`config.mk`:
```
export PLATFORM = sky130hd
export DESIGN_NAME = smc_mode_ctrl
export DESIGN_NICKNAME = d
export VERILOG_FILES = /design/src/inc/smc_pkg.sv /design/src/core/smc_mode_ctrl.sv
export VERILOG_INCLUDE_DIRS = /design/src /design/src/inc
export SDC_FILE = /design/constraint.sdc
export NUM_CORES = 1
export LEC_CHECK = 0
export ABC_CLOCK_PERIOD_IN_PS = 4400
export BUFFER_PORTS_ARGS = -buffer_cell sky130_fd_sc_hd__buf_4
export CORE_UTILIZATION = 62
export DETAILED_ROUTE_END_ITERATION = 12
export PLACE_DENSITY_LB_ADDON = 0.12
export SLEW_MARGIN = 20
export SYNTH_ARGS = -nofsm -noshare
export SYNTH_HDL_FRONTEND = slang
export SYNTH_SLANG_ARGS = --single-unit
```
`constraint.sdc`:
```
create_clock -name clk_sys -period 4.4 [get_ports clk_sys]
set_clock_uncertainty 0.15 [all_clocks]
set_input_delay 1.32 -clock clk_sys [delete_from_list [all_inputs] [get_ports clk_sys]]
set_output_delay 1.32 -clock clk_sys [all_outputs]
set_load 0.01 [all_outputs]
```
`src/inc/smc_defines.svh`:
```
// Constants for the serial link mode controller
`ifndef SMC_DEFINES_SVH
`define SMC_DEFINES_SVH

// Clock period and derived cycle counts
`define SMC_CLK_NS 20
`define SMC_INIT_NS 1000
`define SMC_INIT_CYC ((`SMC_INIT_NS + `SMC_CLK_NS - 1) / `SMC_CLK_NS)
`define SMC_REASSIGN_NS 2000
`define SMC_REASSIGN_CYC ((`SMC_REASSIGN_NS + `SMC_CLK_NS - 1) / `SMC_CLK_NS)

// Handler calls needed to finish start-up coordination
`define SMC_SYNC_CALLS 3'h2

// Buffer geometry
`define SMC_WORD_W 9
`define SMC_FIFO_DEPTH 32
`define SMC_RDY_LIMIT 6'h1e

// Parameter word fields
`define SMC_PAR_DRV_LSB 0
`define SMC_PAR_DRV_MSB 1
`define SMC_PAR_NOFLOW_BIT 2
`define SMC_DRV_NONE 2'h0
`define SMC_DRV_ASCII 2'h1
`define SMC_DRV_PRINTER 2'h2
`define SMC_PAR_RESET 16'h0000

`endif

```
`src/inc/smc_pkg.sv`:
```
// Types for the serial link mode controller
package smc_pkg;

    typedef enum logic [1:0] {
        MODE_INIT,
        MODE_STOP,
        MODE_REASSIGN,
        MODE_RUN
    } smc_mode_type;

    typedef struct packed {
        logic valid;
        logic last;
        logic [7:0] data;
    } smc_word_type;

    typedef struct packed {
        logic run;
        logic snd_call;
        logic rcv_call;
    } smc_host_ctl_type;

    typedef struct packed {
        logic valid;
        logic [15:0] word;
    } smc_param_type;

endpackage

```
`src/core/smc_mode_ctrl.sv`:
```
// Operating mode controller with send and receive buffers
//
// Behaviour
// - STOP: drivers idle, host requests get NACK
// - STOP persists until stop cause clears
// - Reassignment reinitialises driver, fault indicator lit
// - Reassignment: no traffic, buffers discarded
// - Reassignment aborts host transfers, restarts host link
// - After reassignment ready to send and receive; STOP instead while a stop cause remains
// - RUN serves host, holds received frames
// - Initialise first, then accept slot parameters
// - Parameter check before becoming ready
// - Host stop aborts host transfers, reconnects
// - Unflowed ASCII/printer finishes current send
// - ASCII keeps receiving until buffer full
// - Outside INIT, reassign only when delivered parameters differ
// - Handlers synchronise before new requests run
// - Transmit only while host runs, except to finish an unflowed ASCII/printer send
// - Report aborted send after host restart
// - Transmit only complete host frames
// - Early send requests kept until coordination
// - Deliver received frames after receive coordination
`include "smc_defines.svh"
`timescale 1ns/1ps

module smc_fifo #(
    parameter int WIDTH = 9,
    parameter int DEPTH = 32
) (
    input wire logic clk_sys,
    input wire logic rst_b,
    input wire logic flush,
    input wire logic in_valid,
    input wire logic [WIDTH-1:0] in_data,
    output logic in_ready,
    output logic out_valid,
    output logic [WIDTH-1:0] out_data,
    input wire logic out_ready,
    output logic [$clog2(DEPTH):0] count
);
    localparam int AW = $clog2(DEPTH);

    logic [WIDTH-1:0] mem [DEPTH];
    logic [AW-1:0] wr_ptr_r, wr_ptr_nxt;
    logic [AW-1:0] rd_ptr_r, rd_ptr_nxt;
    logic [AW:0] cnt_r, cnt_nxt;
    logic push, pop;

    assign in_ready = cnt_r != (AW+1)'(DEPTH);
    assign out_valid = cnt_r != '0;
    assign out_data = mem[rd_ptr_r];
    assign count = cnt_r;
    assign push = in_valid && in_ready && !flush;
    assign pop = out_valid && out_ready && !flush;

    always_comb begin
        wr_ptr_nxt = wr_ptr_r;
        rd_ptr_nxt = rd_ptr_r;
        cnt_nxt = cnt_r;
        if (flush) begin
            wr_ptr_nxt = '0;
            rd_ptr_nxt = '0;
            cnt_nxt = '0;
        end else begin
            if (push) begin
                wr_ptr_nxt = wr_ptr_r + 1'b1;
            end
            if (pop) begin
                rd_ptr_nxt = rd_ptr_r + 1'b1;
            end
            if (push && !pop) begin
                cnt_nxt = cnt_r + 1'b1;
            end else if (pop && !push) begin
                cnt_nxt = cnt_r - 1'b1;
            end
        end
    end

    always_ff @(posedge clk_sys or negedge rst_b) begin
        if (!rst_b) begin
            wr_ptr_r <= '0;
            rd_ptr_r <= '0;
            cnt_r <= '0;
        end else begin
            wr_ptr_r <= wr_ptr_nxt;
            rd_ptr_r <= rd_ptr_nxt;
            cnt_r <= cnt_nxt;
        end
    end

    always_ff @(posedge clk_sys) begin
        if (push) begin
            mem[wr_ptr_r] <= in_data;
        end
    end
endmodule

module smc_mode_ctrl
    import smc_pkg::*;
(
    input wire logic clk_sys,
    input wire logic rst_b,
    input wire logic line_break_pin,
    input wire smc_host_ctl_type host_ctl,
    input wire smc_param_type param_in,
    input wire smc_word_type snd_in,
    output logic snd_ready,
    output smc_word_type rcv_out,
    input wire logic rcv_ready,
    input wire smc_word_type rx_in,
    output logic rx_ready,
    output smc_word_type tx_out,
    input wire logic tx_ready,
    output smc_mode_type mode,
    output logic group_fault_indicator,
    output logic drv_init,
    output logic host_nack,
    output logic snd_abort_err,
    output logic snd_sync_done,
    output logic rcv_sync_done
);
    function automatic logic [1:0] drv_of(input logic [15:0] w);
        drv_of = w[`SMC_PAR_DRV_MSB:`SMC_PAR_DRV_LSB];
    endfunction

    // Line break pin synchroniser
    logic lb_q1_r, lb_q2_r, lb_q3_r, lb_s_r, lb_s_nxt;

    smc_mode_type mode_r, mode_nxt;
    logic [7:0] cnt_r, cnt_nxt;
    logic [15:0] held_r, held_nxt;
    logic run_d_r;
    logic [2:0] ssync_r, ssync_nxt, rsync_r, rsync_nxt;
    logic wr_frame_r, wr_frame_nxt;
    logic abort_pend_r, abort_pend_nxt;
    logic flush_pend_r, flush_pend_nxt;
    logic tx_busy_r, tx_busy_nxt;
    logic [5:0] frames_r, frames_nxt;
    smc_word_type tx_r, tx_nxt, rcv_r, rcv_nxt;
    logic snd_rdy_r, snd_rdy_nxt, rx_rdy_r, rx_rdy_nxt;
    logic nack_r, nack_nxt, init_r, init_nxt, abort_r, abort_nxt;
    logic fault_r, ssync_done_r, rsync_done_r;

    logic stop_evt, start_evt, stop_cause, reassign_go;
    logic is_ascii, keep_send, flush_snd, flush_rcv;
    logic snd_push, rx_push, tx_pop, rcv_pop;
    logic sf_out_valid, rf_out_valid;
    logic [8:0] sf_out_data, rf_out_data;
    logic [5:0] sf_count, rf_count;

    smc_fifo #(.WIDTH(`SMC_WORD_W), .DEPTH(`SMC_FIFO_DEPTH)) u_snd_fifo (
        .clk_sys(clk_sys),
        .rst_b(rst_b),
        .flush(flush_snd),
        .in_valid(snd_push),
        .in_data({snd_in.last, snd_in.data}),
        .in_ready(),
        .out_valid(sf_out_valid),
        .out_data(sf_out_data),
        .out_ready(tx_pop),
        .count(sf_count)
    );

    smc_fifo #(.WIDTH(`SMC_WORD_W), .DEPTH(`SMC_FIFO_DEPTH)) u_rcv_fifo (
        .clk_sys(clk_sys),
        .rst_b(rst_b),
        .flush(flush_rcv),
        .in_valid(rx_push),
        .in_data({rx_in.last, rx_in.data}),
        .in_ready(),
        .out_valid(rf_out_valid),
        .out_data(rf_out_data),
        .out_ready(rcv_pop),
        .count(rf_count)
    );

    always_comb begin
        // Pin change counts once last two stages agree
        lb_s_nxt = (lb_q2_r == lb_q3_r) ? lb_q3_r : lb_s_r;

        stop_evt = run_d_r && !host_ctl.run;
        start_evt = !run_d_r && host_ctl.run;
        stop_cause = lb_s_r || (drv_of(held_r) == `SMC_DRV_NONE);
        is_ascii = drv_of(held_r) == `SMC_DRV_ASCII;
        keep_send = !held_r[`SMC_PAR_NOFLOW_BIT] ? 1'b0 :
            (is_ascii || drv_of(held_r) == `SMC_DRV_PRINTER);

        mode_nxt = mode_r;
        cnt_nxt = cnt_r;
        held_nxt = held_r;
        reassign_go = 1'b0;
        case (mode_r)
            MODE_INIT: begin
                if (cnt_r != 8'h00) begin
                    cnt_nxt = cnt_r - 8'h01;
                end else if (param_in.valid) begin
                    held_nxt = param_in.word;
                    reassign_go = 1'b1;
                end
            end
            MODE_REASSIGN: begin
                if (cnt_r != 8'h00) begin
                    cnt_nxt = cnt_r - 8'h01;
                end else begin
                    mode_nxt = stop_cause ? MODE_STOP : MODE_RUN;
                end
            end
            MODE_STOP: begin
                if (!stop_cause) begin
                    mode_nxt = MODE_RUN;
                end
            end
            MODE_RUN: begin
                if (stop_cause) begin
                    mode_nxt = MODE_STOP;
                end
            end
            default: begin
                mode_nxt = MODE_INIT;
            end
        endcase
        if ((mode_r == MODE_STOP || mode_r == MODE_RUN) && param_in.valid
                && param_in.word != held_r) begin
            held_nxt = param_in.word;
            reassign_go = 1'b1;
        end
        if (reassign_go) begin
            mode_nxt = MODE_REASSIGN;
            cnt_nxt = 8'(`SMC_REASSIGN_CYC);
        end

        // Host frame tracking and stop handling
        snd_push = snd_in.valid && snd_rdy_r && !reassign_go;
        wr_frame_nxt = wr_frame_r;
        if (snd_push) begin
            wr_frame_nxt = !snd_in.last;
        end
        abort_pend_nxt = abort_pend_r;
        abort_nxt = 1'b0;
        if (stop_evt && wr_frame_r) begin
            abort_pend_nxt = 1'b1;
        end
        if (abort_pend_r && host_ctl.run && ssync_r == `SMC_SYNC_CALLS) begin
            abort_nxt = 1'b1;
            abort_pend_nxt = 1'b0;
        end
        // Unflowed ASCII/printer frame defers the stop flush until its last word is taken
        flush_snd = reassign_go || ((flush_pend_r || stop_evt)
            && !((tx_busy_r || tx_r.valid) && keep_send));
        flush_pend_nxt = (flush_pend_r || stop_evt) && !flush_snd;
        flush_rcv = reassign_go;
        if (stop_evt || reassign_go) begin
            wr_frame_nxt = 1'b0;
        end

        // Transmit side
        tx_nxt = tx_r;
        tx_busy_nxt = tx_busy_r;
        if (tx_r.valid && tx_ready) begin
            tx_nxt.valid = 1'b0;
        end
        tx_pop = 1'b0;
        if (mode_r == MODE_RUN && sf_out_valid && (!tx_r.valid || tx_ready)) begin
            if (tx_busy_r) begin
                tx_pop = host_ctl.run || keep_send;
            end else begin
                tx_pop = host_ctl.run && ssync_r == `SMC_SYNC_CALLS
                    && frames_r != 6'h00;
            end
        end
        if (flush_snd) begin
            tx_pop = 1'b0;
        end
        if (tx_pop) begin
            tx_nxt = {1'b1, sf_out_data};
            tx_busy_nxt = !sf_out_data[8];
        end
        frames_nxt = frames_r;
        if (snd_push && snd_in.last && !(tx_pop && sf_out_data[8])) begin
            frames_nxt = frames_r + 6'h01;
        end else if (!(snd_push && snd_in.last) && tx_pop && sf_out_data[8]) begin
            frames_nxt = frames_r - 6'h01;
        end
        if (flush_snd) begin
            frames_nxt = 6'h00;
            tx_busy_nxt = 1'b0;
            tx_nxt.valid = 1'b0;
        end
        snd_rdy_nxt = mode_nxt == MODE_RUN && host_ctl.run && !flush_pend_nxt
            && sf_count < `SMC_RDY_LIMIT;

        // Receive side
        rx_push = rx_in.valid && rx_rdy_r && !reassign_go;
        rx_rdy_nxt = mode_nxt == MODE_RUN && (host_ctl.run || is_ascii)
            && rf_count < `SMC_RDY_LIMIT;
        rcv_nxt = rcv_r;
        if (rcv_r.valid && rcv_ready) begin
            rcv_nxt.valid = 1'b0;
        end
        rcv_pop = mode_r == MODE_RUN && host_ctl.run && rsync_r == `SMC_SYNC_CALLS
            && rf_out_valid && (!rcv_r.valid || rcv_ready)
            && !reassign_go;
        if (rcv_pop) begin
            rcv_nxt = {1'b1, rf_out_data};
        end
        if (reassign_go) begin
            rcv_nxt.valid = 1'b0;
        end

        // Start-up coordination with the host handlers
        ssync_nxt = ssync_r;
        rsync_nxt = rsync_r;
        if (host_ctl.snd_call && ssync_r != `SMC_SYNC_CALLS && mode_r == MODE_RUN) begin
            ssync_nxt = ssync_r + 3'h1;
        end
        if (host_ctl.rcv_call && rsync_r != `SMC_SYNC_CALLS && mode_r == MODE_RUN) begin
            rsync_nxt = rsync_r + 3'h1;
        end
        if (start_evt || stop_evt || reassign_go) begin
            ssync_nxt = 3'h0;
            rsync_nxt = 3'h0;
        end

        nack_nxt = mode_r != MODE_RUN
            && (host_ctl.snd_call || host_ctl.rcv_call);
        init_nxt = reassign_go;
    end

    always_ff @(posedge clk_sys or negedge rst_b) begin
        if (!rst_b) begin
            lb_q1_r <= 1'b0;
            lb_q2_r <= 1'b0;
            lb_q3_r <= 1'b0;
            lb_s_r <= 1'b0;
            mode_r <= MODE_INIT;
            cnt_r <= 8'(`SMC_INIT_CYC);
            held_r <= `SMC_PAR_RESET;
            run_d_r <= 1'b0;
            ssync_r <= 3'h0;
            rsync_r <= 3'h0;
            wr_frame_r <= 1'b0;
            abort_pend_r <= 1'b0;
            flush_pend_r <= 1'b0;
            tx_busy_r <= 1'b0;
            frames_r <= 6'h00;
            tx_r <= '0;
            rcv_r <= '0;
            snd_rdy_r <= 1'b0;
            rx_rdy_r <= 1'b0;
            nack_r <= 1'b0;
            init_r <= 1'b0;
            abort_r <= 1'b0;
            fault_r <= 1'b1;
            ssync_done_r <= 1'b0;
            rsync_done_r <= 1'b0;
        end else begin
            lb_q1_r <= line_break_pin;
            lb_q2_r <= lb_q1_r;
            lb_q3_r <= lb_q2_r;
            lb_s_r <= lb_s_nxt;
            mode_r <= mode_nxt;
            cnt_r <= cnt_nxt;
            held_r <= held_nxt;
            run_d_r <= host_ctl.run;
            ssync_r <= ssync_nxt;
            rsync_r <= rsync_nxt;
            wr_frame_r <= wr_frame_nxt;
            abort_pend_r <= abort_pend_nxt;
            flush_pend_r <= flush_pend_nxt;
            tx_busy_r <= tx_busy_nxt;
            frames_r <= frames_nxt;
            tx_r <= tx_nxt;
            rcv_r <= rcv_nxt;
            snd_rdy_r <= snd_rdy_nxt;
            rx_rdy_r <= rx_rdy_nxt;
            nack_r <= nack_nxt;
            init_r <= init_nxt;
            abort_r <= abort_nxt;
            fault_r <= mode_nxt != MODE_RUN;
            ssync_done_r <= ssync_nxt == `SMC_SYNC_CALLS;
            rsync_done_r <= rsync_nxt == `SMC_SYNC_CALLS;
        end
    end

    assign mode = mode_r;
    assign group_fault_indicator = fault_r;
    assign drv_init = init_r;
    assign host_nack = nack_r;
    assign snd_abort_err = abort_r;
    assign snd_sync_done = ssync_done_r;
    assign rcv_sync_done = rsync_done_r;
    assign snd_ready = snd_rdy_r;
    assign rx_ready = rx_rdy_r;
    assign tx_out = tx_r;
    assign rcv_out = rcv_r;
endmodule

```
# --- Word-level counts from Yosys, hierarchy flattened ---
# Memory sizes are Yosys's and may differ from the RTL's.
# Cells that the tools add are included.
classes:
  addsub: 13
  order_cmp: 2
  n_eq_ne: 19
  n_mux: 59
  n_reduce_logical: 107
ops:
  columns: ["operator", "count"]
  rows:
  - ["2-to-1 mux 16 bit", 4]
  - ["2-to-1 mux 6 bit", 9]
  - ["logical AND 1 bit", 52]
  - ["2-to-1 mux 5 bit", 8]
  - ["2-to-1 mux 8 bit", 3]
  - ["2-to-1 mux 1 bit", 23]
  - ["nonzero test 2 bit", 11]
  - ["adder 5 x 1 -> 5 bit, second input constant", 4]
  - ["2-to-1 mux 10 bit", 2]
  - ["adder 6 x 1 -> 6 bit, second input constant", 3]
  - ["nonzero test 6 bit", 3]
  - ["subtractor 6 x 1 -> 6 bit, second input constant", 3]
  - ["logical NOT 1 bit", 16]
  - ["inequality test 16 bit", 1]
  - ["nonzero test 3 bit", 5]
  - ["logical OR 1 bit", 14]
  - ["== test 3 x 2 -> 1 bit, second input constant", 4]
  - ["less-than comparator 6 x 5 -> 1 bit, second input constant", 2]
  - ["2-to-1 mux 3 bit", 4]
  - ["inequality test 6 bit, second input constant", 2]
  - ["2-to-1 mux 2 bit", 5]
  - ["== test 2 bit, second input constant", 4]
  - ["nonzero test 8 bit", 1]
  - ["subtractor 8 x 1 -> 8 bit, second input constant", 1]
  - ["11 further kinds", 16]
word_totals:
  register_bits: 107
  ramBits: 576
  input_bits: 45
  out_inout_bits: 30
  wordCells: 237
  mem_count: 2
memory_table:
  columns: ["memory", "words", "word_bits", "rd", "rd_clocked_by_memory_dff", "write_ports", "line", "text"]
  rows:
  - ["u_rcv_fifo.mem", 32, 9, 1, 0, 1, "smc_mode_ctrl.sv:43", "logic [WIDTH-1:0] mem [DEPTH];"]
  - ["u_snd_fifo.mem", 32, 9, 1, 0, 1, "smc_mode_ctrl.sv:43", null]

# --- Longest topological paths before layout ---
logic_depth:
  ltp_word: 14
  mapped_depth: 17
  depth_no_buf: 15

# --- By module ---
# From an unflattened synthesis, not the netlist that was laid out.
unflattened:
  hier_cells: 1629
  area_unflattened_um2: 28245.8
modules_own_cells:
  columns: ["mod", "n_inst", "cells_each", "area_each_um2", "seq_area_each_um2"]
  rows:
  - ["smc_fifo at u_snd_fifo", 1, 719, 12454.4, 9048.7]
  - ["smc_fifo at u_rcv_fifo", 1, 562, 12141.6, 9048.7]
  - ["smc_mode_ctrl", 1, 348, 3649.8, 1881.8]

# --- Worst setup path after synthesis ---
# Ideal clock, no wire load.
synth_timing:
  kind: "input-to-reg"
  start: "in param_in[1] (netlist name)"
  end: "reg u_rcv_fifo.cnt_r[5] (netlist: u_rcv_fifo.count[5])"
  setup_ns: 0.078
  arrival_ns: 4.143
  required_time_ns: 4.172
  path_slack_ns: 0.029
  cell_stages: 14
  path_buffers: 2
  cell_sequence: "xor2_1 nor4_1 nand4_1 a21oi_1 clkbuf_1 buf_2 nand3_1 ha_1 a21o_1 a21oi_1 o21ai_0 or3_1 a21o_1 a21oi_1"
synth_via:
  elab_chain_len: 11
  elab_cells_between_ends: 17
  classes_between: "eq/ne (1); mux (3); reduce/logical (13)"
synth_lines:
  columns: ["item", "line", "text"]
  rows:
  - ["from (decl)", "smc_mode_ctrl.sv:105", "input wire smc_param_type param_in,"]
  - ["inequality test 16 bit (*)", "smc_mode_ctrl.sv:223", "&& param_in.word != held_r) begin"]
  - ["logical AND 1 bit (*)", "smc_mode_ctrl.sv:223", null]
  - ["2-to-1 mux 1 bit (*)", "smc_mode_ctrl.sv:222", "if ((mode_r == MODE_STOP || mode_r == MODE_RUN) && param_in.valid"]
  - ["logical NOT 1 bit", null, null]
  - ["logical AND 1 bit", "smc_mode_ctrl.sv:300", "rcv_pop = mode_r == MODE_RUN && host_ctl.run && rsync_r == `SMC_SYNC_CALLS"]
  - ["logical AND 1 bit (2 in a row)", "smc_mode_ctrl.sv:54", "assign pop = out_valid && out_ready && !flush;"]
  - ["logical NOT 1 bit", "smc_mode_ctrl.sv:71", "if (push && !pop) begin"]
  - ["logical AND 1 bit", "smc_mode_ctrl.sv:71", null]
  - ["2-to-1 mux 6 bit", "smc_mode_ctrl.sv:71", null]
  - ["2-to-1 mux 6 bit", "smc_mode_ctrl.sv:60", "if (flush) begin"]
  - ["to (signal assigned)", "smc_mode_ctrl.sv:87", "cnt_r <= cnt_nxt;"]
  - ["to (decl)", "smc_mode_ctrl.sv:46", "logic [AW:0] cnt_r, cnt_nxt;"]
# Every way passes the cells marked *; elsewhere a longest branch is shown, timed or not.
# A chain may end at the register's enable or synchronous reset.

# --- Worst setup path after layout ---
layout_timing:
  start: "reg u_snd_fifo.rd_ptr_r[2]"
  end: "reg frames_r[5]"
layout_via:
  elab_chain_len: 6
  elab_cells_between_ends: 8
  classes_between: "mux (2); reduce/logical (5); memory (1)"
layout_lines:
  columns: ["item", "line", "text"]
  rows:
  - ["from (decl)", "smc_mode_ctrl.sv:45", "logic [AW-1:0] rd_ptr_r, rd_ptr_nxt;"]
  - ["from (signal assigned)", "smc_mode_ctrl.sv:86", "rd_ptr_r <= rd_ptr_nxt;"]
  - ["memory (32 x 9 bit) (*)", null, null]
  - ["logical AND 1 bit", "smc_mode_ctrl.sv:279", "if (snd_push && snd_in.last && !(tx_pop && sf_out_data[8])) begin"]
  - ["logical NOT 1 bit", "smc_mode_ctrl.sv:279", null]
  - ["logical AND 1 bit", "smc_mode_ctrl.sv:279", null]
  - ["2-to-1 mux 6 bit", "smc_mode_ctrl.sv:279", null]
  - ["2-to-1 mux 6 bit", "smc_mode_ctrl.sv:284", "if (flush_snd) begin"]
  - ["to (signal assigned)", "smc_mode_ctrl.sv:371", "frames_r <= frames_nxt;"]
  - ["to (decl)", "smc_mode_ctrl.sv:138", "logic [5:0] frames_r, frames_nxt;"]
# Marks and branches as above.

==> impl_metrics.py <==
metrics = {
    "clock_tree": {
        "ctsRootBufferMaster": "clkbuf_16",
        "cts_tree": "done",
        "cts_buffer_depth": 3,
        "post-cts-setup-buffer-count": 0,
        "post_cts_resized": 0,
        "clock_sinks": 683,
        "numCtsBuffers": 69,
        "cts_hold_buffers": 0,
        "clkTransAtPathRegs_ps": 60,
        "cts_max_level": 3,
        "clock_latency_ps": 590,
    },
    "layout": {
        "layout_commonest_cell": "edfxtp_1",
        "mostFrequentLayoutCells": "edfxtp_1, buf_4, mux4_2",
        "num_antenna_cells": 0,
        "fill_cells": 2758,
        "layout-area-overhead-vs-synth_pct": 14.4,
        "drive_gt1_share_pct": 27.6,
        "finalNetCount": 1764,
        "fin_util_pct": 71.9,
    },
    "detailed_routing": {
        "routed-via-count": 14300,
        "m1WireLength_mm": 23.9,
        "totalWireLength_mm": 57.5,
        "wl_per_cell_um": 24.7,
        "antenna_left": 0,
        "dr.first_iter.drc_count": 1208,
        "wl_met3_mm": 3.22,
        "firstDrtPassIters": 5,
        "top_layer": "met4",
        "drc": 0,
        "wl_met2_mm": 28.7,
        "viasPerCell": 6.16,
    },
    "worst_setup_path": {
        "path_max_fanout": 15,
        "end_kind": "flip-flop",
        "arrival_ps": 4210,
        "reg2reg_slack_ps": 500,
        "setup.worst_path.start_class": "flip-flop",
        "required_ps": 4700,
        "critPathKind": "flip-flop to flip-flop",
    },
    "placement": {
        "gp_congestion": 0.873,
        "dpl.hpwl_mm": 36.2,
        "io_buffers": 74,
    },
    "global_routing": {
        "grt_first_pass_wirelength_mm": 88.1,
        "antenna_found_initial": 0,
        "grt_max_degree": 48,
        "overflow": 0,
        "grt_use_total_pct": 26.7,
        "grt_pass1_vias": 14600,
    },
    "sta": {
        "layout_min_cycle_time_ps": 3900,
        "rsz0062_at_grt": "false",
        "max_slew.worst_pin.slew_ps": 996,
        "slew_headroom_pct": 33.6,
        "finalMaxSlewViolations": 0,
        "finalHoldViolations": 0,
        "fin_crit_sh_pct": 88.7,
        "fmax_ghz": 0.256,
        "finalSetupTns_ps": 0,
        "finalSetupViolations": 0,
        "worst_hold_slack_ps": 234,
    },
    "logic_synthesis": {
        "ys.warnings.count": 0,
        "synth_cell_types": 67,
        "avgSynthCellArea_um2": 18.5,
        "ys_seq_area_share_pct": 72.1,
        "synthArstFlopShare_pct": 15.7,
        "yosys_most_used_dff": "edfxtp_1",
        "synth_nets": 1580,
        "netlist_area_um2": 27700,
        "synth-edff-count": 576,
        "synthCells": 1501,
        "ys_seq_elements": 683,
    },
    "die": {
        "io_pins": 75,
        "dieArea_um2": 45600,
        "start_util_pct": 62.8,
        "row_count": 77,
        "die_h_um": 213,
        "die_x_um": 213,
        "core_area_um2": 44100,
    },
    "power": {
        "powerDensity_nw_per_um2": 443,
        "leakage_nw": 10.8,
        "peakVddDrop_v": 0.000367,
        "power.total_mw": 14.0,
    },
    "outcome": {
        "status": "finished, final reports clean",
    },
    "job": {
        "cap_violations": 0,
    },
    "hold_path": {
        "hold_class": "flip-flop to flip-flop",
    },
}
[cells in the mapped netlist, drive strengths merged (2+ instances only)]
cell,number,share of area [%]
and3b,2,0.063
a21o,5,0.16
dfrtp,103,9.3
a211oi,4,0.11
o211ai,5,0.15
nand3b,9,0.24
clkbuf,36,0.49
a31oi,3,0.068
inv,28,0.38
or2,2,0.045
o21a,2,0.054
nand4,11,0.25
buf,31,0.64
nand2b,2,0.045
mux2i,22,0.79
nor3b,8,0.23
mux2,6,0.24
or3b,2,0.063
a21oi,47,0.86
nor2b,9,0.20
nor3,17,0.33
nor2,137,1.9
o22ai,3,0.068
xnor2,16,0.53
nor4,8,0.18
mux4,175,14
nand2,84,1.1
and4,3,0.095
and2,5,0.11
edfxtp,576,62
ha,31,1.4
o2111ai,2,0.063
fa,3,0.22
or3,6,0.14
dfstp,4,0.38
nand3,23,0.42
xor2,35,1.1
o21ai,18,0.37
and3,4,0.11
[stage by stage]
step / instance area, um2 / worst slack [ps] / cells
3_5_place_dp: 29500 / 7.74 / 2206
4_1_cts: 31700 / 477 / 2327
2_1_floorplan: 27700 / 28.8 / 1501
3_3_place_gp: 29500 / 25.6 / 2206
5_1_grt: 31700 / 299 / 2327
6_report: 31700 / 498 / 2327
[layout make-up]
class                      instances  area, um2  share of cell area (%)
tap                              592        741                    2.34
clock inverter                    28        233                   0.734
timing repair buffer             180       1380                    4.34
inverter                          29        114                   0.359
sequential                       683      20000                    63.0
clock buffer                      93       1940                    6.12
multi-input combinational        722       7320                    23.1
[flip-flops by register name, indices dropped and copies added (netlist names), 2 cells and up]
signal / flops
u_rcv_fifo.mem: 288
u_snd_fifo.mem: 288
held_r: 16
rcv_out: 10
tx_out: 10
cnt_r: 8
frames_r: 6
u_rcv_fifo.count: 6
u_snd_fifo.count: 6
u_rcv_fifo.rd_ptr_r: 5
u_rcv_fifo.wr_ptr_r: 5
u_snd_fifo.rd_ptr_r: 5
u_snd_fifo.wr_ptr_r: 5
rsync_r: 3
ssync_r: 3
mode: 2
[worst max-delay path, cell delays in order, from the launching register on]
cell,delay [ps]
dfrtp_1,790
buf_4,340
mux4_2,330
nand3b_1,100
o211ai_1,190
o41a_1,220
a21o_4,260
ha_1,270
a21oi_1,150
nor2b_1,70
o21ai_0,260
o2bb2ai_1,170
and4_1,220
o21ai_0,80
nor3b_2,150
[power breakdown]
part / leakage (nW) / internal, mW / switching (mW) / total [mW]
registers: 6.59 / 7.21 / 0.168 / 7.37
logic: 3.16 / 0.382 / 0.632 / 1.01
clock network: 1.07 / 3.32 / 2.33 / 5.65
[cells by family after synthesis]
family                     Yosys count  share of synthesized area [%]
buffers and inverters               96                           1.54
and+or+nand+nor                    334                           5.57
muxes                              203                           15.3
DFF                                683                           72.1
adders and majority gates           35                           1.65
xor gates and xnor gates            51                           1.64
AOI/OAI and AO/OA                   99                           2.24
[path summary, 6_finish.rpt]
check                                        from     endpoint  depth (start not counted)
max                        u_snd_fifo.rd_ptr_r[2]  frames_r[5]                         14
min                                       lb_q2_r      lb_q3_r                          0
max reg2reg                u_snd_fifo.rd_ptr_r[2]  frames_r[5]                         14
min reg2reg                               lb_q2_r      lb_q3_r                          0
max in group asynchronous                   rst_b     cnt_r[5]                          2
min in group asynchronous                   rst_b   rsync_r[0]                          1
[per-layer routing]
metal	up-vias	global-route usage (%)
met2	457	43.5
met4	0	8.60
met5	-	0
met1	7480	37.4
met3	108	4.58
li1	6280	-
Note: power is estimated with default switching activity, not from simulation.
